File: src/rbcs_consts.vh
// Constants for the reset and bus configuration select block.
`ifndef RBCS_CONSTS_VH
`define RBCS_CONSTS_VH

// Clock and minimum reset pulse timing.
`define RBCS_CLK_PERIOD_NS 25
`define RBCS_RST_MIN_NS 1000
`define RBCS_CNT_W 8

// Register bus layout.
`define RBCS_ADDR_W 8
`define RBCS_DATA_W 16
`define RBCS_OFS_CTRL 8'h00
`define RBCS_OFS_STAT 8'h04
`define RBCS_OFS_CMD 8'h08

// Control register fields.
`define RBCS_CTRL_DIR_LSB 0
`define RBCS_CTRL_OUT_LSB 2
`define RBCS_CTRL_SEGEN 4
`define RBCS_CTRL_RST 5'h00
`define RBCS_CTRL_W 5

// Status register fields.
`define RBCS_STAT_CODE_LSB 0
`define RBCS_STAT_EXT 3
`define RBCS_STAT_RSVD 4
`define RBCS_STAT_PIN_LSB 5
`define RBCS_STAT_IND 7
`define RBCS_STAT_CAUSE_LSB 8
`define RBCS_STAT_VALID 10

// Command register fields.
`define RBCS_CMD_SWRST 0

// Strap codes: bus-active, cfg1, cfg0.
`define RBCS_CODE_8DEMUX 3'h0
`define RBCS_CODE_8MUX 3'h1
`define RBCS_CODE_16MUX 3'h2
`define RBCS_CODE_16DEMUX 3'h3
`define RBCS_CODE_SINGLE 3'h4
`define RBCS_CODE_ACTIVE_BIT 2

// Reset causes.
`define RBCS_CAUSE_NONE 2'h0
`define RBCS_CAUSE_HW 2'h1
`define RBCS_CAUSE_SW 2'h2
`define RBCS_CAUSE_WDT 2'h3

// Sequencer states.
`define RBCS_ST_RUN 2'h0
`define RBCS_ST_HW 2'h1
`define RBCS_ST_SOFT 2'h2
`define RBCS_ST_INIT 2'h3

`endif

File: src/rbcs_top.v
// Reset sequencing, strap capture and segment port logic of the microcontroller.
`timescale 1ns/1ps
`include "rbcs_consts.vh"

// Notes on behaviour
// - Straps are sampled during hardware reset to choose single-chip or external bus.
// - Codes 000/001/010/011 pick bus width and muxing, 100 single-chip, rest reserved.
// - Segment port has two pins, each with its own direction bit.
// - A pin set as input has its driver turned off.
// - With an external bus, the pins can carry address bits 16 and 17.
// - Reset pin held low for the minimum time causes a hardware reset.
// - Reset indication goes low on hardware, software and watchdog resets.
// - Reset indication stays low until end of initialisation, then goes high.
// - The core clock is the oscillator clock with no divider.
module rbcs_top (
  // Clock and reset.
  input wire clk_sys,
  input wire rst,
  // Board reset pin and straps.
  input wire resetRequestInN,
  input wire busActiveStrap,
  input wire busCfgStrapHi,
  input wire busCfgStrapLo,
  // Core events.
  input wire endOfInitInstruction,
  input wire watchdogResetReq,
  input wire [1:0] segAddr,
  // Register port.
  input wire [7:0] regAddr,
  input wire [15:0] regWrData,
  input wire regWr,
  input wire regRd,
  output reg [15:0] regRdData_q,
  // Reset outputs.
  output wire resetIndicationOutN,
  output wire coreReset,
  output wire coreClk,
  // Latched bus configuration.
  output wire extBusActive,
  output wire busWide16,
  output wire busMultiplexed,
  output wire cfgReserved,
  // Segment port pins.
  input wire segmentPortPinLoIn,
  output wire segmentPortPinLoOut,
  output wire segmentPortPinLoOe,
  input wire segmentPortPinHiIn,
  output wire segmentPortPinHiOut,
  output wire segmentPortPinHiOe
);

  // Minimum reset pulse in cycles, rounded up.
  localparam integer RST_MIN_CYC_I =
    (`RBCS_RST_MIN_NS + `RBCS_CLK_PERIOD_NS - 1) / `RBCS_CLK_PERIOD_NS;
  localparam [`RBCS_CNT_W-1:0] RST_MIN_CYC = RST_MIN_CYC_I[`RBCS_CNT_W-1:0];
  localparam [`RBCS_CNT_W-1:0] CNT_ONE = 8'h01;

  wire resetPinN;
  wire [2:0] strapSync;
  wire [1:0] pinSync;
  wire [1:0] pinOutW;
  wire [1:0] pinOeW;
  wire hwTrigger;
  wire swTrigger;
  wire ctrlSel;
  wire statSel;
  wire cmdSel;
  // Decode of the strap sample that the next release latches.
  wire sampleExt;
  wire sampleWide;
  wire sampleMux;
  wire sampleRsvd;

  reg [1:0] state_q;
  reg [1:0] state_d;
  reg [`RBCS_CNT_W-1:0] lowCnt_q;
  reg [`RBCS_CNT_W-1:0] lowCnt_d;
  reg [2:0] strapSample_q;
  reg [2:0] cfgCode_q;
  reg cfgValid_q;
  reg [1:0] cause_q;
  reg [1:0] cause_d;
  reg [`RBCS_CTRL_W-1:0] ctrl_q;
  reg swReq_q;
  reg indication_q;
  reg [15:0] statWord;
  // Latched decode of the strap code.
  reg extBus_q;
  reg wide16_q;
  reg muxed_q;
  reg reserved_q;

  // Reset pin goes through the three-stage filter; idle level is high.
  rbcs_sync3 #(
    .W(1),
    .INIT(1'b1)
  ) u_rst_sync (
    .clk_sys(clk_sys),
    .rst(rst),
    .asyncIn(resetRequestInN),
    .syncOut_q(resetPinN)
  );

  // Strap pins are filtered the same way before sampling.
  rbcs_sync3 #(
    .W(3),
    .INIT(`RBCS_CODE_SINGLE)
  ) u_strap_sync (
    .clk_sys(clk_sys),
    .rst(rst),
    .asyncIn({busActiveStrap, busCfgStrapHi, busCfgStrapLo}),
    .syncOut_q(strapSync)
  );

  // Pin read-back levels for the status register.
  rbcs_sync3 #(
    .W(2),
    .INIT(2'h0)
  ) u_pin_sync (
    .clk_sys(clk_sys),
    .rst(rst),
    .asyncIn({segmentPortPinHiIn, segmentPortPinLoIn}),
    .syncOut_q(pinSync)
  );

  // Address decode of the register port.
  assign ctrlSel = (regAddr == `RBCS_OFS_CTRL);
  assign statSel = (regAddr == `RBCS_OFS_STAT);
  assign cmdSel = (regAddr == `RBCS_OFS_CMD);

  // A hardware reset needs the pin low for the full minimum time.
  assign hwTrigger = (lowCnt_q == RST_MIN_CYC);
  assign swTrigger = swReq_q || watchdogResetReq;

  // Low-time counter saturates at the minimum and clears when the pin rises.
  always @* begin
    lowCnt_d = lowCnt_q;
    if (resetPinN) begin
      lowCnt_d = {`RBCS_CNT_W{1'b0}};
    end else if (lowCnt_q != RST_MIN_CYC) begin
      lowCnt_d = lowCnt_q + CNT_ONE;
    end
  end

  // Sequencer: hardware reset wins over watchdog, which wins over software.
  always @* begin
    state_d = state_q;
    cause_d = cause_q;
    case (state_q)
      `RBCS_ST_RUN, `RBCS_ST_INIT: begin
        if (hwTrigger) begin
          state_d = `RBCS_ST_HW;
          cause_d = `RBCS_CAUSE_HW;
        end else if (swTrigger) begin
          // The watchdog names the cause when both requests meet.
          state_d = `RBCS_ST_SOFT;
          if (watchdogResetReq) begin
            cause_d = `RBCS_CAUSE_WDT;
          end else begin
            cause_d = `RBCS_CAUSE_SW;
          end
        end else if (state_q == `RBCS_ST_INIT && endOfInitInstruction) begin
          state_d = `RBCS_ST_RUN;
        end
      end
      `RBCS_ST_HW: begin
        if (resetPinN) begin
          state_d = `RBCS_ST_INIT;
        end
      end
      `RBCS_ST_SOFT: begin
        state_d = `RBCS_ST_INIT;
      end
      default: begin
        state_d = `RBCS_ST_INIT;
      end
    endcase
  end

  // State, counter and cause registers.
  always @(posedge clk_sys) begin
    if (rst) begin
      state_q <= `RBCS_ST_INIT;
      lowCnt_q <= {`RBCS_CNT_W{1'b0}};
      cause_q <= `RBCS_CAUSE_NONE;
    end else begin
      state_q <= state_d;
      lowCnt_q <= lowCnt_d;
      cause_q <= cause_d;
    end
  end

  // Indication is low in every state except normal running.
  always @(posedge clk_sys) begin
    if (rst) begin
      indication_q <= 1'b0;
    end else begin
      indication_q <= (state_d == `RBCS_ST_RUN);
    end
  end

  assign resetIndicationOutN = indication_q;
  assign coreReset = (state_q == `RBCS_ST_HW) || (state_q == `RBCS_ST_SOFT);

  // The core runs straight from the oscillator clock.
  assign coreClk = clk_sys;

  // Straps are sampled every cycle of a hardware reset and latched at release.
  always @(posedge clk_sys) begin
    if (rst) begin
      strapSample_q <= `RBCS_CODE_SINGLE;
      cfgCode_q <= `RBCS_CODE_SINGLE;
      cfgValid_q <= 1'b0;
      extBus_q <= 1'b0;
      wide16_q <= 1'b0;
      muxed_q <= 1'b0;
      reserved_q <= 1'b0;
    end else begin
      if (state_q == `RBCS_ST_HW) begin
        strapSample_q <= strapSync;
        if (resetPinN) begin
          // The decode travels with the code so both change on one edge.
          cfgCode_q <= strapSample_q;
          cfgValid_q <= 1'b1;
          extBus_q <= sampleExt;
          wide16_q <= sampleWide;
          muxed_q <= sampleMux;
          reserved_q <= sampleRsvd;
        end
      end
    end
  end

  // Decode of the strap sample, registered with the code so the outputs come from flops.
  assign sampleExt = ~strapSample_q[`RBCS_CODE_ACTIVE_BIT];
  assign sampleWide = (strapSample_q == `RBCS_CODE_16MUX) ||
                      (strapSample_q == `RBCS_CODE_16DEMUX);
  assign sampleMux = (strapSample_q == `RBCS_CODE_8MUX) ||
                     (strapSample_q == `RBCS_CODE_16MUX);
  assign sampleRsvd = strapSample_q[`RBCS_CODE_ACTIVE_BIT] &&
                      (strapSample_q != `RBCS_CODE_SINGLE);

  // Latched configuration outputs.
  assign extBusActive = extBus_q;
  assign busWide16 = wide16_q;
  assign busMultiplexed = muxed_q;
  assign cfgReserved = reserved_q;

  // Control register; any core reset returns the pins to input.
  always @(posedge clk_sys) begin
    if (rst || coreReset) begin
      ctrl_q <= `RBCS_CTRL_RST;
    end else if (regWr && ctrlSel) begin
      ctrl_q <= regWrData[`RBCS_CTRL_W-1:0];
    end
  end

  // Software reset command is a one-cycle request into the sequencer.
  always @(posedge clk_sys) begin
    if (rst) begin
      swReq_q <= 1'b0;
    end else begin
      swReq_q <= regWr && cmdSel && regWrData[`RBCS_CMD_SWRST];
    end
  end

  // Segment pins; the address alternate output needs an external bus.
  rbcs_seg_port u_seg_port (
    .clk_sys(clk_sys),
    .rst(rst),
    .pinDir(ctrl_q[`RBCS_CTRL_DIR_LSB+1:`RBCS_CTRL_DIR_LSB]),
    .pinData(ctrl_q[`RBCS_CTRL_OUT_LSB+1:`RBCS_CTRL_OUT_LSB]),
    .segSelect(ctrl_q[`RBCS_CTRL_SEGEN] && extBusActive),
    .segAddr(segAddr),
    .pinOut_q(pinOutW),
    .pinOe_q(pinOeW)
  );

  assign segmentPortPinLoOut = pinOutW[0];
  assign segmentPortPinLoOe = pinOeW[0];
  assign segmentPortPinHiOut = pinOutW[1];
  assign segmentPortPinHiOe = pinOeW[1];

  // Status word assembly.
  always @* begin
    statWord = 16'h0000;
    statWord[`RBCS_STAT_CODE_LSB+2:`RBCS_STAT_CODE_LSB] = cfgCode_q;
    statWord[`RBCS_STAT_EXT] = extBusActive;
    statWord[`RBCS_STAT_RSVD] = cfgReserved;
    statWord[`RBCS_STAT_PIN_LSB+1:`RBCS_STAT_PIN_LSB] = pinSync;
    statWord[`RBCS_STAT_IND] = indication_q;
    statWord[`RBCS_STAT_CAUSE_LSB+1:`RBCS_STAT_CAUSE_LSB] = cause_q;
    statWord[`RBCS_STAT_VALID] = cfgValid_q;
  end

  // Read data stands one cycle after the strobe and is zero otherwise.
  always @(posedge clk_sys) begin
    if (rst) begin
      regRdData_q <= 16'h0000;
    end else if (regRd && ctrlSel) begin
      regRdData_q <= {{(`RBCS_DATA_W-`RBCS_CTRL_W){1'b0}}, ctrl_q};
    end else if (regRd && statSel) begin
      regRdData_q <= statWord;
    end else begin
      regRdData_q <= 16'h0000;
    end
  end

endmodule // rbcs_top

File: src/rbcs_sync3.v
// Three-stage input synchroniser that accepts a change once stages two and three agree.
`timescale 1ns/1ps
module rbcs_sync3 #(
  parameter W = 1,
  parameter [W-1:0] INIT = {W{1'b0}}
) (
  // Clock and reset.
  input wire clk_sys,
  input wire rst,
  // Asynchronous input and filtered result.
  input wire [W-1:0] asyncIn,
  output reg [W-1:0] syncOut_q
);

  reg [W-1:0] stage1_q;
  reg [W-1:0] stage2_q;
  reg [W-1:0] stage3_q;

  // Stage one feeds only stage two, so no logic sees a metastable value.
  always @(posedge clk_sys) begin
    if (rst) begin
      stage1_q <= INIT;
      stage2_q <= INIT;
      stage3_q <= INIT;
      syncOut_q <= INIT;
    end else begin
      stage1_q <= asyncIn;
      stage2_q <= stage1_q;
      stage3_q <= stage2_q;
      if (stage2_q == stage3_q) begin
        syncOut_q <= stage3_q;
      end
    end
  end

endmodule // rbcs_sync3

File: src/rbcs_seg_port.v
// Two-pin segment address port with per-pin direction and address alternate output.
`timescale 1ns/1ps
module rbcs_seg_port (
  // Clock and reset.
  input wire clk_sys,
  input wire rst,
  // Control from the register file.
  input wire [1:0] pinDir,
  input wire [1:0] pinData,
  input wire segSelect,
  // Upper address bits, bit 0 is A16 and bit 1 is A17.
  input wire [1:0] segAddr,
  // Pin drivers.
  output reg [1:0] pinOut_q,
  output reg [1:0] pinOe_q
);

  genvar i;

  // Each pin picks its level and enable on its own.
  generate
    for (i = 0; i < 2; i = i + 1) begin : g_pin
      always @(posedge clk_sys) begin
        if (rst) begin
          pinOut_q[i] <= 1'b0;
          pinOe_q[i] <= 1'b0;
        end else begin
          pinOe_q[i] <= pinDir[i];
          pinOut_q[i] <= segSelect ? segAddr[i] : pinData[i];
        end
      end
    end
  endgenerate

endmodule // rbcs_seg_port

File: config.mk
export PLATFORM = sky130hd
export DESIGN_NAME = rbcs_top
export DESIGN_NICKNAME = d
export VERILOG_FILES = /design/src/rbcs_top.v /design/src/rbcs_sync3.v /design/src/rbcs_seg_port.v
export VERILOG_INCLUDE_DIRS = /design/src
export SDC_FILE = /design/constraint.sdc
export NUM_CORES = 1
export LEC_CHECK = 0
export BUFFER_PORTS_ARGS = -buffer_cell sky130_fd_sc_hd__buf_2
export CELL_PAD_IN_SITES_DETAIL_PLACEMENT = 1
export CELL_PAD_IN_SITES_GLOBAL_PLACEMENT = 1
export CORE_MARGIN = 2
export CORE_UTILIZATION = 40
export DETAILED_ROUTE_END_ITERATION = 10
export HOLD_SLACK_MARGIN = 0.02
export PLACE_DENSITY = 0.87
export RECOVER_POWER = 50
export SLEW_MARGIN = 20
export SYNTH_ARGS = -nofsm -noshare
export SYNTH_HDL_FRONTEND = slang
export SYNTH_HIERARCHICAL = 1
export SYNTH_SLANG_ARGS = --single-unit
File: constraint.sdc
create_clock -name clk_sys -period 2 [get_ports clk_sys]
set_clock_uncertainty 0.05 [all_clocks]
set_input_delay 0.1 -clock clk_sys [delete_from_list [all_inputs] [get_ports clk_sys]]
set_output_delay 0.1 -clock clk_sys [all_outputs]
set_load 0.02 [all_outputs]
==> results.py, run 1 <==
metrics = {
    "run_status": {
        "status": "finished, final reports clean",
    },
    "clocking": {
        "path_clk_slew_ps": 90,
        "cts_tree": "yes",
        "cts_setup_buffers": 0,
        "clock_latency_ps": 450,
    },
    "floorplanning": {
        "die_h_um": 85.53,
        "num_rows": 29,
        "die-width_um": 85.53,
        "die_area_mm2": 0.007315,
        "start_util_pct": 41.63,
        "core-area_mm2": 0.006386,
        "pin_count": 65,
    },
    "sta": {
        "setup_violations": 0,
        "worst_slew_pin_slew_ps": 642.4,
        "finalHoldViolations": 0,
        "slew_violations": 0,
        "slew_headroom_pct": 57.17,
        "min_period_over_period_pct": 98.31,
        "setup-tns-final_ps": 0,
        "fin_crit_ps": 1966,
        "rsz0062_at_grt": "false",
        "max_freq_ghz": 0.5086,
    },
    "global_routing": {
        "grt_use_met1_pct": 19.42,
        "overflow": 0,
        "antenna_found_initial": 0,
        "grt_pass1_vias": 2431,
        "met2_usage_pct": 37.00,
        "grt_first_pass_wirelength_um": 11080,
        "use_met3_pct": 5.101,
        "busiest_layer": "met2",
        "grt_usage_pct": 19.57,
        "grt_max_degree": 24,
    },
    "synth": {
        "yosys-top-cells-area": "dfxtp_1, mux2i_1, nor2b_1",
        "synth-edff-count": 0,
        "synthesis.area_mm2": 0.002659,
        "synthCells": 266,
        "synthFlopType": "dfxtp_1",
        "ys_warn_count": 6,
        "synth_top_area_cell": "dfxtp_1",
        "syn_area_per_cell_um2": 9.995,
        "synthArstFlopShare_pct": 0,
        "ys_top_cells_by_count": "dfxtp_1, nand2_1, nor2_1",
        "synth_most_common_cell": "dfxtp_1",
        "synth_top_area_share_pct": 51.95,
        "yosysUniqueCellTypes": 52,
        "ys_seq_elements": 69,
        "synth-seq-area-share_pct": 51.95,
    },
    "drt": {
        "via_per_inst": 5.122,
        "wl_um": 6810,
        "dr.pass1.iters": 4,
        "final_antenna_net_count": 0,
        "routedWlPerCell_um": 16.02,
        "drc_errors": 0,
        "dr.first_iter.drc_count": 61,
        "dr_total_vias": 2177,
    },
    "min_path": {
        "worstHoldPathType": "primary input to flop",
        "hold_depth": 4,
        "worstHoldStart": "regAddr[7]",
        "holdPathEnd": "regRdData_q[1]",
    },
    "critical_path": {
        "start_kind": "primary input",
        "crit_arrival_ps": 2310,
        "reg2reg_slack_ps": 110,
        "crit_fanout": 8,
        "r2r_end": "ctrl_q[1]",
        "r2r-start": "state_q[0]",
        "r2r_cells": 6,
        "worst_ep_required_time_ps": 2340,
        "crit_path_end_kind": "flop",
        "path_class": "primary input to flop",
    },
    "placed_design": {
        "hpwl_um": 4101,
        "port_buffers": 48,
        "gp_congestion": 0.7493,
    },
    "power_and_ir_drop": {
        "p_total_w": 0.003437,
        "ir_drop_uv": 499.3,
        "p_leak_nw": 1.362,
        "p_per_area_mw_per_mm2": 1010,
    },
    "finish": {
        "diodes": 0,
        "area_growth_pct": 27.95,
        "drive_above_1_share_pct": 17.53,
        "final_nets": 386,
        "fillCellCount": 730,
    },
    "run": {
        "drv_cap": 0,
    },
}
-- worst max path at each step --
stage	cells past startpoint	from	end
after global placement	4	regAddr[2]	ctrl_q[4]
after global routing	5	regAddr[2]	swReq_q
after floorplan	6	state_q[0]	resetIndicationOutN
final	5	regAddr[2]	swReq_q
after detailed placement	6	state_q[0]	ctrl_q[4]
after CTS	5	regAddr[2]	swReq_q
-- per-stage QoR --
stage / util [%] / instance area [um^2] / instances / setup WS [ps] / hold WS (ps)
floorplan: - / 2674 / 270 / 344.7 / 119.1
global placement: 46.24 / 2953 / 383 / 345.4 / 184.3
detailed placement: 46.24 / 2953 / 383 / 281.4 / 184.3
CTS: 53.68 / 3428 / 425 / 6.539 / 83.16
global route: 53.27 / 3402 / 425 / 11.41 / 122.9
finish: 53.27 / 3402 / 425 / 33.89 / 107.6
-- flip-flops by register name, summed over array words and instances (netlist names), 2 cells and up --
register                flops
u_pin_sync/stage1_q         2
u_strap_sync/syncOut_q      3
cause_q                     2
u_seg_port/pinOut_q         2
cfgCode_q                   3
regRdData_q                11
u_pin_sync/stage2_q         2
state_q                     2
u_pin_sync/stage3_q         2
ctrl_q                      5
u_strap_sync/stage2_q       3
u_pin_sync/syncOut_q        2
u_strap_sync/stage3_q       3
strapSample_q               3
lowCnt_q                    8
u_seg_port/pinOe_q          2
u_strap_sync/stage1_q       3
-- area by class of cell --
| class | count | area, um^2 | area share [%] |
|---|---|---|---|
| clock inverters | 7 | 80.08 | 2.354 |
| multi-input cells | 177 | 1175 | 34.53 |
| inverters | 7 | 26.28 | 0.7723 |
| clock buffers | 13 | 170.2 | 5.002 |
| well taps | 77 | 96.34 | 2.832 |
| repair buffers | 75 | 473.0 | 13.90 |
| flip-flops and latches | 69 | 1381 | 40.60 |
-- cell usage in the layout, fill, tap and decap left out, types with 4 or more instances in the layout --
master | netlist | layout
xor2_1 | 7 | 7
and3_1 | 6 | 6
or3_1 | 4 | 4
nand3_1 | 7 | 7
inv_1 | 7 | 7
clkbuf_8 | 0 | 12
nor2_1 | 17 | 17
dlygate4sd3_1 | 0 | 23
or2_1 | 4 | 4
buf_4 | 6 | 4
nand2_1 | 17 | 17
nor2b_1 | 16 | 16
mux2i_1 | 11 | 11
a21oi_1 | 16 | 16
ha_1 | 5 | 5
o311a_1 | 5 | 5
dfxtp_1 | 69 | 69
clkbuf_1 | 9 | 22
o21ai_0 | 6 | 6
buf_2 | 1 | 27
conb_1 | 1 | 5
a31o_1 | 6 | 6
-- power breakdown --
group / switching [W] / total [W] / internal (W)
Clock: 0.000632 / 0.00136 / 0.000731
Combinational: 0.000316 / 0.000548 / 0.000232
Sequential: 0.0000696 / 0.00153 / 0.00146
Total: 0.00102 / 0.00344 / 0.00242
-- cells by family after synthesis --
| logic type | count (synthesis) | share of synthesized area, % |
|---|---|---|
| xor+xnor | 9 | 2.965 |
| other cells | 1 | 0.1410 |
| flops | 69 | 51.95 |
| mux | 11 | 4.141 |
| compound gates | 47 | 12.28 |
| fa+ha+maj | 5 | 2.353 |
| simple gates | 100 | 21.60 |
| buf+inv | 24 | 4.564 |
-- critical path, stage by stage --
cell           delay, ps
dlygate4sd3_1        530
buf_2                200
or4b_4               620
nor4_1               270
dlygate4sd3_1        580
-- layer usage --
| layer | part of all wire [%] | vias up |
|---|---|---|
| met2 | 53 | 66 |
| met1 | 40 | 1033 |
| li1 | - | 1060 |
| met5 | 0 | - |
| met3 | 3.9 | 18 |
| met4 | 3.1 | 0 |
-- repair_timing --
item	CTS	global route
endpoints found under the hold margin	26	0
setup endpoints to repair	0	1
hold buffers	23	0
gates resized for setup	0	1
No activity file was read; power rests on OpenSTA's default activity.
==> inputs of run 2 (changes only) <==
Settings changed: RECOVER_POWER 50 to 25.
==> results.py, run 2 (synthesis results as in run 1) <==
metrics = {
    "floorplanning": {
        "die-width_um": 85.53,
        "core-area_mm2": 0.006386,
        "start_util_pct": 41.63,
        "die_area_mm2": 0.007315,
        "num_rows": 29,
        "pin_count": 65,
        "die_h_um": 85.53,
    },
    "drt": {
        "final_antenna_net_count": 0,
        "dr.first_iter.drc_count": 53,
        "dr.pass1.iters": 4,
        "via_per_inst": 5.099,
        "wl_um": 6788,
        "drc_errors": 0,
        "dr_total_vias": 2167,
        "routedWlPerCell_um": 15.97,
    },
    "global_routing": {
        "grt_usage_pct": 19.57,
        "grt_max_degree": 24,
        "overflow": 0,
        "grt_pass1_vias": 2431,
        "grt_first_pass_wirelength_um": 11080,
        "antenna_found_initial": 0,
    },
    "sta": {
        "worst_slew_pin_slew_ps": 645.4,
        "rsz0062_at_grt": "false",
        "setup-tns-final_ps": 0,
        "holdWs_ps": 108.5,
        "fin_crit_ps": 1967,
        "min_period_over_period_pct": 98.37,
        "slew_headroom_pct": 56.97,
        "max_freq_ghz": 0.5083,
        "finalHoldViolations": 0,
        "slew_violations": 0,
        "setup_violations": 0,
    },
    "placed_design": {
        "hpwl_um": 4101,
        "port_buffers": 48,
        "gp_congestion": 0.7493,
    },
    "finish": {
        "final_nets": 386,
        "layout_common_cells": "dfxtp_1, buf_2, dlygate4sd3_1",
        "largest_register": "regRdData_q",
        "top_regs": "regRdData_q x11, lowCnt_q x8, ctrl_q x5",
        "largest_reg_flops": 11,
        "diodes": 0,
        "area_growth_pct": 28.75,
        "drive_above_1_share_pct": 22.41,
        "layout_commonest_cell": "dfxtp_1",
    },
    "clocking": {
        "cts_tree": "yes",
        "cts_setup_buffers": 0,
        "clock_latency_ps": 440,
        "path_clk_slew_ps": 90,
    },
    "critical_path": {
        "crit_fanout": 8,
        "path_class": "primary input to flop",
        "worst_ep_required_time_ps": 2340,
        "start_kind": "primary input",
        "crit_arrival_ps": 2310,
        "reg2reg_slack_ps": 110,
        "crit_path_end_kind": "flop",
    },
    "power_and_ir_drop": {
        "p_comb_share_pct": 16.0,
        "seq_power_share_pct": 44.4,
        "p_per_area_mw_per_mm2": 1004,
        "p_int_w": 0.002423,
        "p_leak_nw": 1.436,
        "clkPwrFrac_pct": 39.6,
        "ir_drop_uv": 498.5,
        "swShare_pct": 29.49,
        "switchingPower_w": 0.001014,
        "p_total_w": 0.003437,
    },
    "run_status": {
        "status": "finished, final reports clean",
    },
    "run": {
        "drv_cap": 0,
    },
    "min_path": {
        "worstHoldPathType": "primary input to flop",
    },
}
run 2: cell types whose count changed in the layout (fill, tap and decap cells not counted):
cell,before,now
clkbuf_1,22,5
buf_2,27,44
run 2: what timing repair did:
item	4_1_cts	5_1_grt
endpoints found under the setup margin	0	1
hold buffers	23	0
gates resized for setup	0	1
hold endpoints to repair	26	0
run 2: layout make-up:
cell class                 count  area [um^2]
fill                         714         2963
inverter                       7        26.28
timing repair buffer          75        494.2
clock buffer                  13        170.2
clock inverter                 7        80.08
tap                           77        96.34
multi-input combinational    177         1175
sequential                    69         1381
run 2: path summary, 6_finish.rpt:
kind,cells after the start,startpoint,endpoint
setup reg to reg,6,state_q[0],ctrl_q[1]
hold / removal,4,regAddr[7],regRdData_q[1]
setup / recovery,5,regAddr[2],swReq_q
hold reg to reg,1,u_rst_sync/stage1_q,u_rst_sync/stage2_q
run 2: worst max-delay path, stage by stage:
cell and delay, ps:
dlygate4sd3_1 530, buf_2 200, or4b_4 620, nor4_1 270, dlygate4sd3_1 590
run 2: power groups by stage:
stage	Clock [W]	Combinational [W]	Sequential [W]
after floorplan	0.0000584	0.000339	0.00155
after global placement	0.0000467	0.000470	0.00155
after detailed placement	0.0000467	0.000496	0.00155
after CTS	0.00140	0.000539	0.00152
after global routing	0.00147	0.000604	0.00154
final	0.00136	0.000550	0.00153
run 2: per-stage QoR:
step,area (um^2),worst slack [ps],std cells,util (%)
2_1_floorplan,2674,344.7,270,-
3_3_place_gp,2953,345.4,383,46.24
3_5_place_dp,2953,281.4,383,46.24
4_1_cts,3428,6.539,425,53.68
5_1_grt,3423,11.41,425,53.61
6_report,3423,32.67,425,53.61
run 2: per-layer routing:
layer  up-vias  GRT usage (%)  routed length (um)
met4         0          10.25                 213
met3        18          5.101                 256
met5         -              0                   0
li1       1060              -                   -
met1      1023          19.42                2717
met2        66          37.00                3601
==> inputs of run 3 (changes only) <==
Settings changed: REMOVE_ABC_BUFFERS set to 1.
==> results.py, run 3 (synthesis results as in run 1) <==
metrics = {
    "critical_path": {
        "worst_ep_required_time_ps": 2330,
        "crit_family": "buffers and inverters",
        "critPathBufInv": 4,
        "crit_path_cell_trace": "dlygate4sd3_1, buf_2, nand2_1, dlygate4sd3_1, nor4_1, dlygate4sd3_1",
        "path_class": "primary input to flop",
        "cp_common_cell": "dlygate4sd3_1",
        "crit_fanout": 2,
        "start_kind": "primary input",
        "crit_arrival_ps": 2060,
        "worst_path_max_delay_cell": "dlygate4sd3_1",
        "crit_path_end_kind": "flop",
        "worst_path_largest_cell_delay_ps": 580,
    },
    "drt": {
        "drc_errors": 0,
        "dr.first_iter.drc_count": 53,
        "via_per_inst": 5.076,
        "dr.pass1.iters": 4,
        "final_antenna_net_count": 0,
        "wl_um": 5879,
        "dr_total_vias": 2137,
        "routedWlPerCell_um": 13.96,
    },
    "floorplanning": {
        "start_util_pct": 41.63,
        "num_rows": 29,
        "die_h_um": 85.53,
        "die-width_um": 85.53,
        "die_area_mm2": 0.007315,
        "core-area_mm2": 0.006386,
        "pin_count": 65,
    },
    "global_routing": {
        "busiest_layer": "met2",
        "grt_pass1_vias": 2213,
        "met2_usage_pct": 32.53,
        "grt_max_degree": 34,
        "grt_usage_pct": 17.53,
        "grt_use_met1_pct": 17.61,
        "grt_first_pass_wirelength_um": 9873,
        "use_met3_pct": 7.122,
        "overflow": 0,
        "antenna_found_initial": 0,
    },
    "placed_design": {
        "gp_congestion": 0.8113,
        "port_buffers": 48,
        "hpwl_um": 3961,
    },
    "finish": {
        "top_regs": "regRdData_q x11, lowCnt_q x8, ctrl_q x5",
        "diodes": 0,
        "largest_reg_flops": 11,
        "largest_register": "regRdData_q",
        "layout_common_cells": "dfxtp_1, buf_2, dlygate4sd3_1",
        "drive_above_1_share_pct": 18.90,
        "final_nets": 383,
        "layout_commonest_cell": "dfxtp_1",
        "area_growth_pct": 26.31,
    },
    "sta": {
        "fin_crit_ps": 1726,
        "rsz0062_at_grt": "false",
        "max_freq_ghz": 0.5795,
        "min_period_over_period_pct": 86.28,
        "finalHoldViolations": 0,
        "setup_violations": 0,
        "slew_violations": 0,
        "setup-tns-final_ps": 0,
    },
    "power_and_ir_drop": {
        "p_per_area_mw_per_mm2": 980.8,
        "ir_drop_uv": 512.5,
        "p_leak_nw": 1.370,
        "p_total_w": 0.003294,
    },
    "run": {
        "drv_cap": 0,
    },
    "clocking": {
        "cts_tree": "yes",
        "path_clk_slew_ps": 70,
        "clock_latency_ps": 440,
        "postCtsResizedCells": 0,
    },
    "min_path": {
        "worstHoldPathType": "primary input to flop",
    },
    "run_status": {
        "status": "finished, final reports clean",
    },
}
==> run 3: worst paths after layout <==
check                              to  slack (ps)  cells after the start           startpoint
setup / recovery              swReq_q         270                      6         regWrData[0]
hold / removal         regRdData_q[3]          90                      3           regAddr[3]
setup reg to reg            ctrl_q[0]         330                      6           state_q[0]
hold reg to reg   u_rst_sync/stage2_q         360                      1  u_rst_sync/stage1_q
==> run 3: through the flow <==
| step | setup slack, ps | cells | area [um^2] | utilization, % | hold slack, ps |
|---|---|---|---|---|---|
| after floorplan | 297.2 | 253 | 2579 | - | 50.00 |
| after global placement | 410.9 | 383 | 2953 | 46.24 | 184.3 |
| after global routing | 166.0 | 421 | 3358 | 52.59 | 80.98 |
| after CTS | 275.2 | 421 | 3376 | 52.86 | 59.09 |
| final | 274.3 | 421 | 3358 | 52.59 | 85.86 |
| after detailed placement | 349.2 | 383 | 2953 | 46.24 | 184.3 |
==> run 3: tightest hold or removal path, delay by kind of cell <==
family	cells	cell delay, ps
buffers and inverters	1	190
AND/OR/NAND/NOR	2	240
==> run 3: area by class of cell <==
| class | count | area, um^2 |
|---|---|---|
| tap | 77 | 96.34 |
| clock inverter | 4 | 50.05 |
| fill | 739 | 3028 |
| multi-input combinational | 177 | 1171 |
| sequential | 69 | 1381 |
| clock buffer | 15 | 177.7 |
| inverter | 7 | 26.28 |
| timing repair buffer | 72 | 455.4 |
==> run 3: repair_timing <==
| action | 4_1_cts | 5_1_grt |
|---|---|---|
| hold endpoints to repair | 21 | 0 |
| buffers inserted | 0 | 0 |
| hold buffers | 20 | 0 |
==> run 3: layer usage <==
| layer | share of wire, % | vias up |
|---|---|---|
| li1 | - | 1055 |
| met1 | 40 | 1018 |
| met2 | 54 | 58 |
| met3 | 4.9 | 6 |
| met4 | 0.82 | 0 |
| met5 | 0 | - |
==> run 3: power breakdown <==
part | internal [W] | total [W] | switching (W) | leakage, nW
clock | 0.000708 | 0.00125 | 0.000546 | 0.111
sequential | 0.00146 | 0.00152 | 0.0000642 | 0.561
combinational | 0.000226 | 0.000517 | 0.000291 | 0.698
total | 0.00239 | 0.00329 | 0.000901 | 1.37
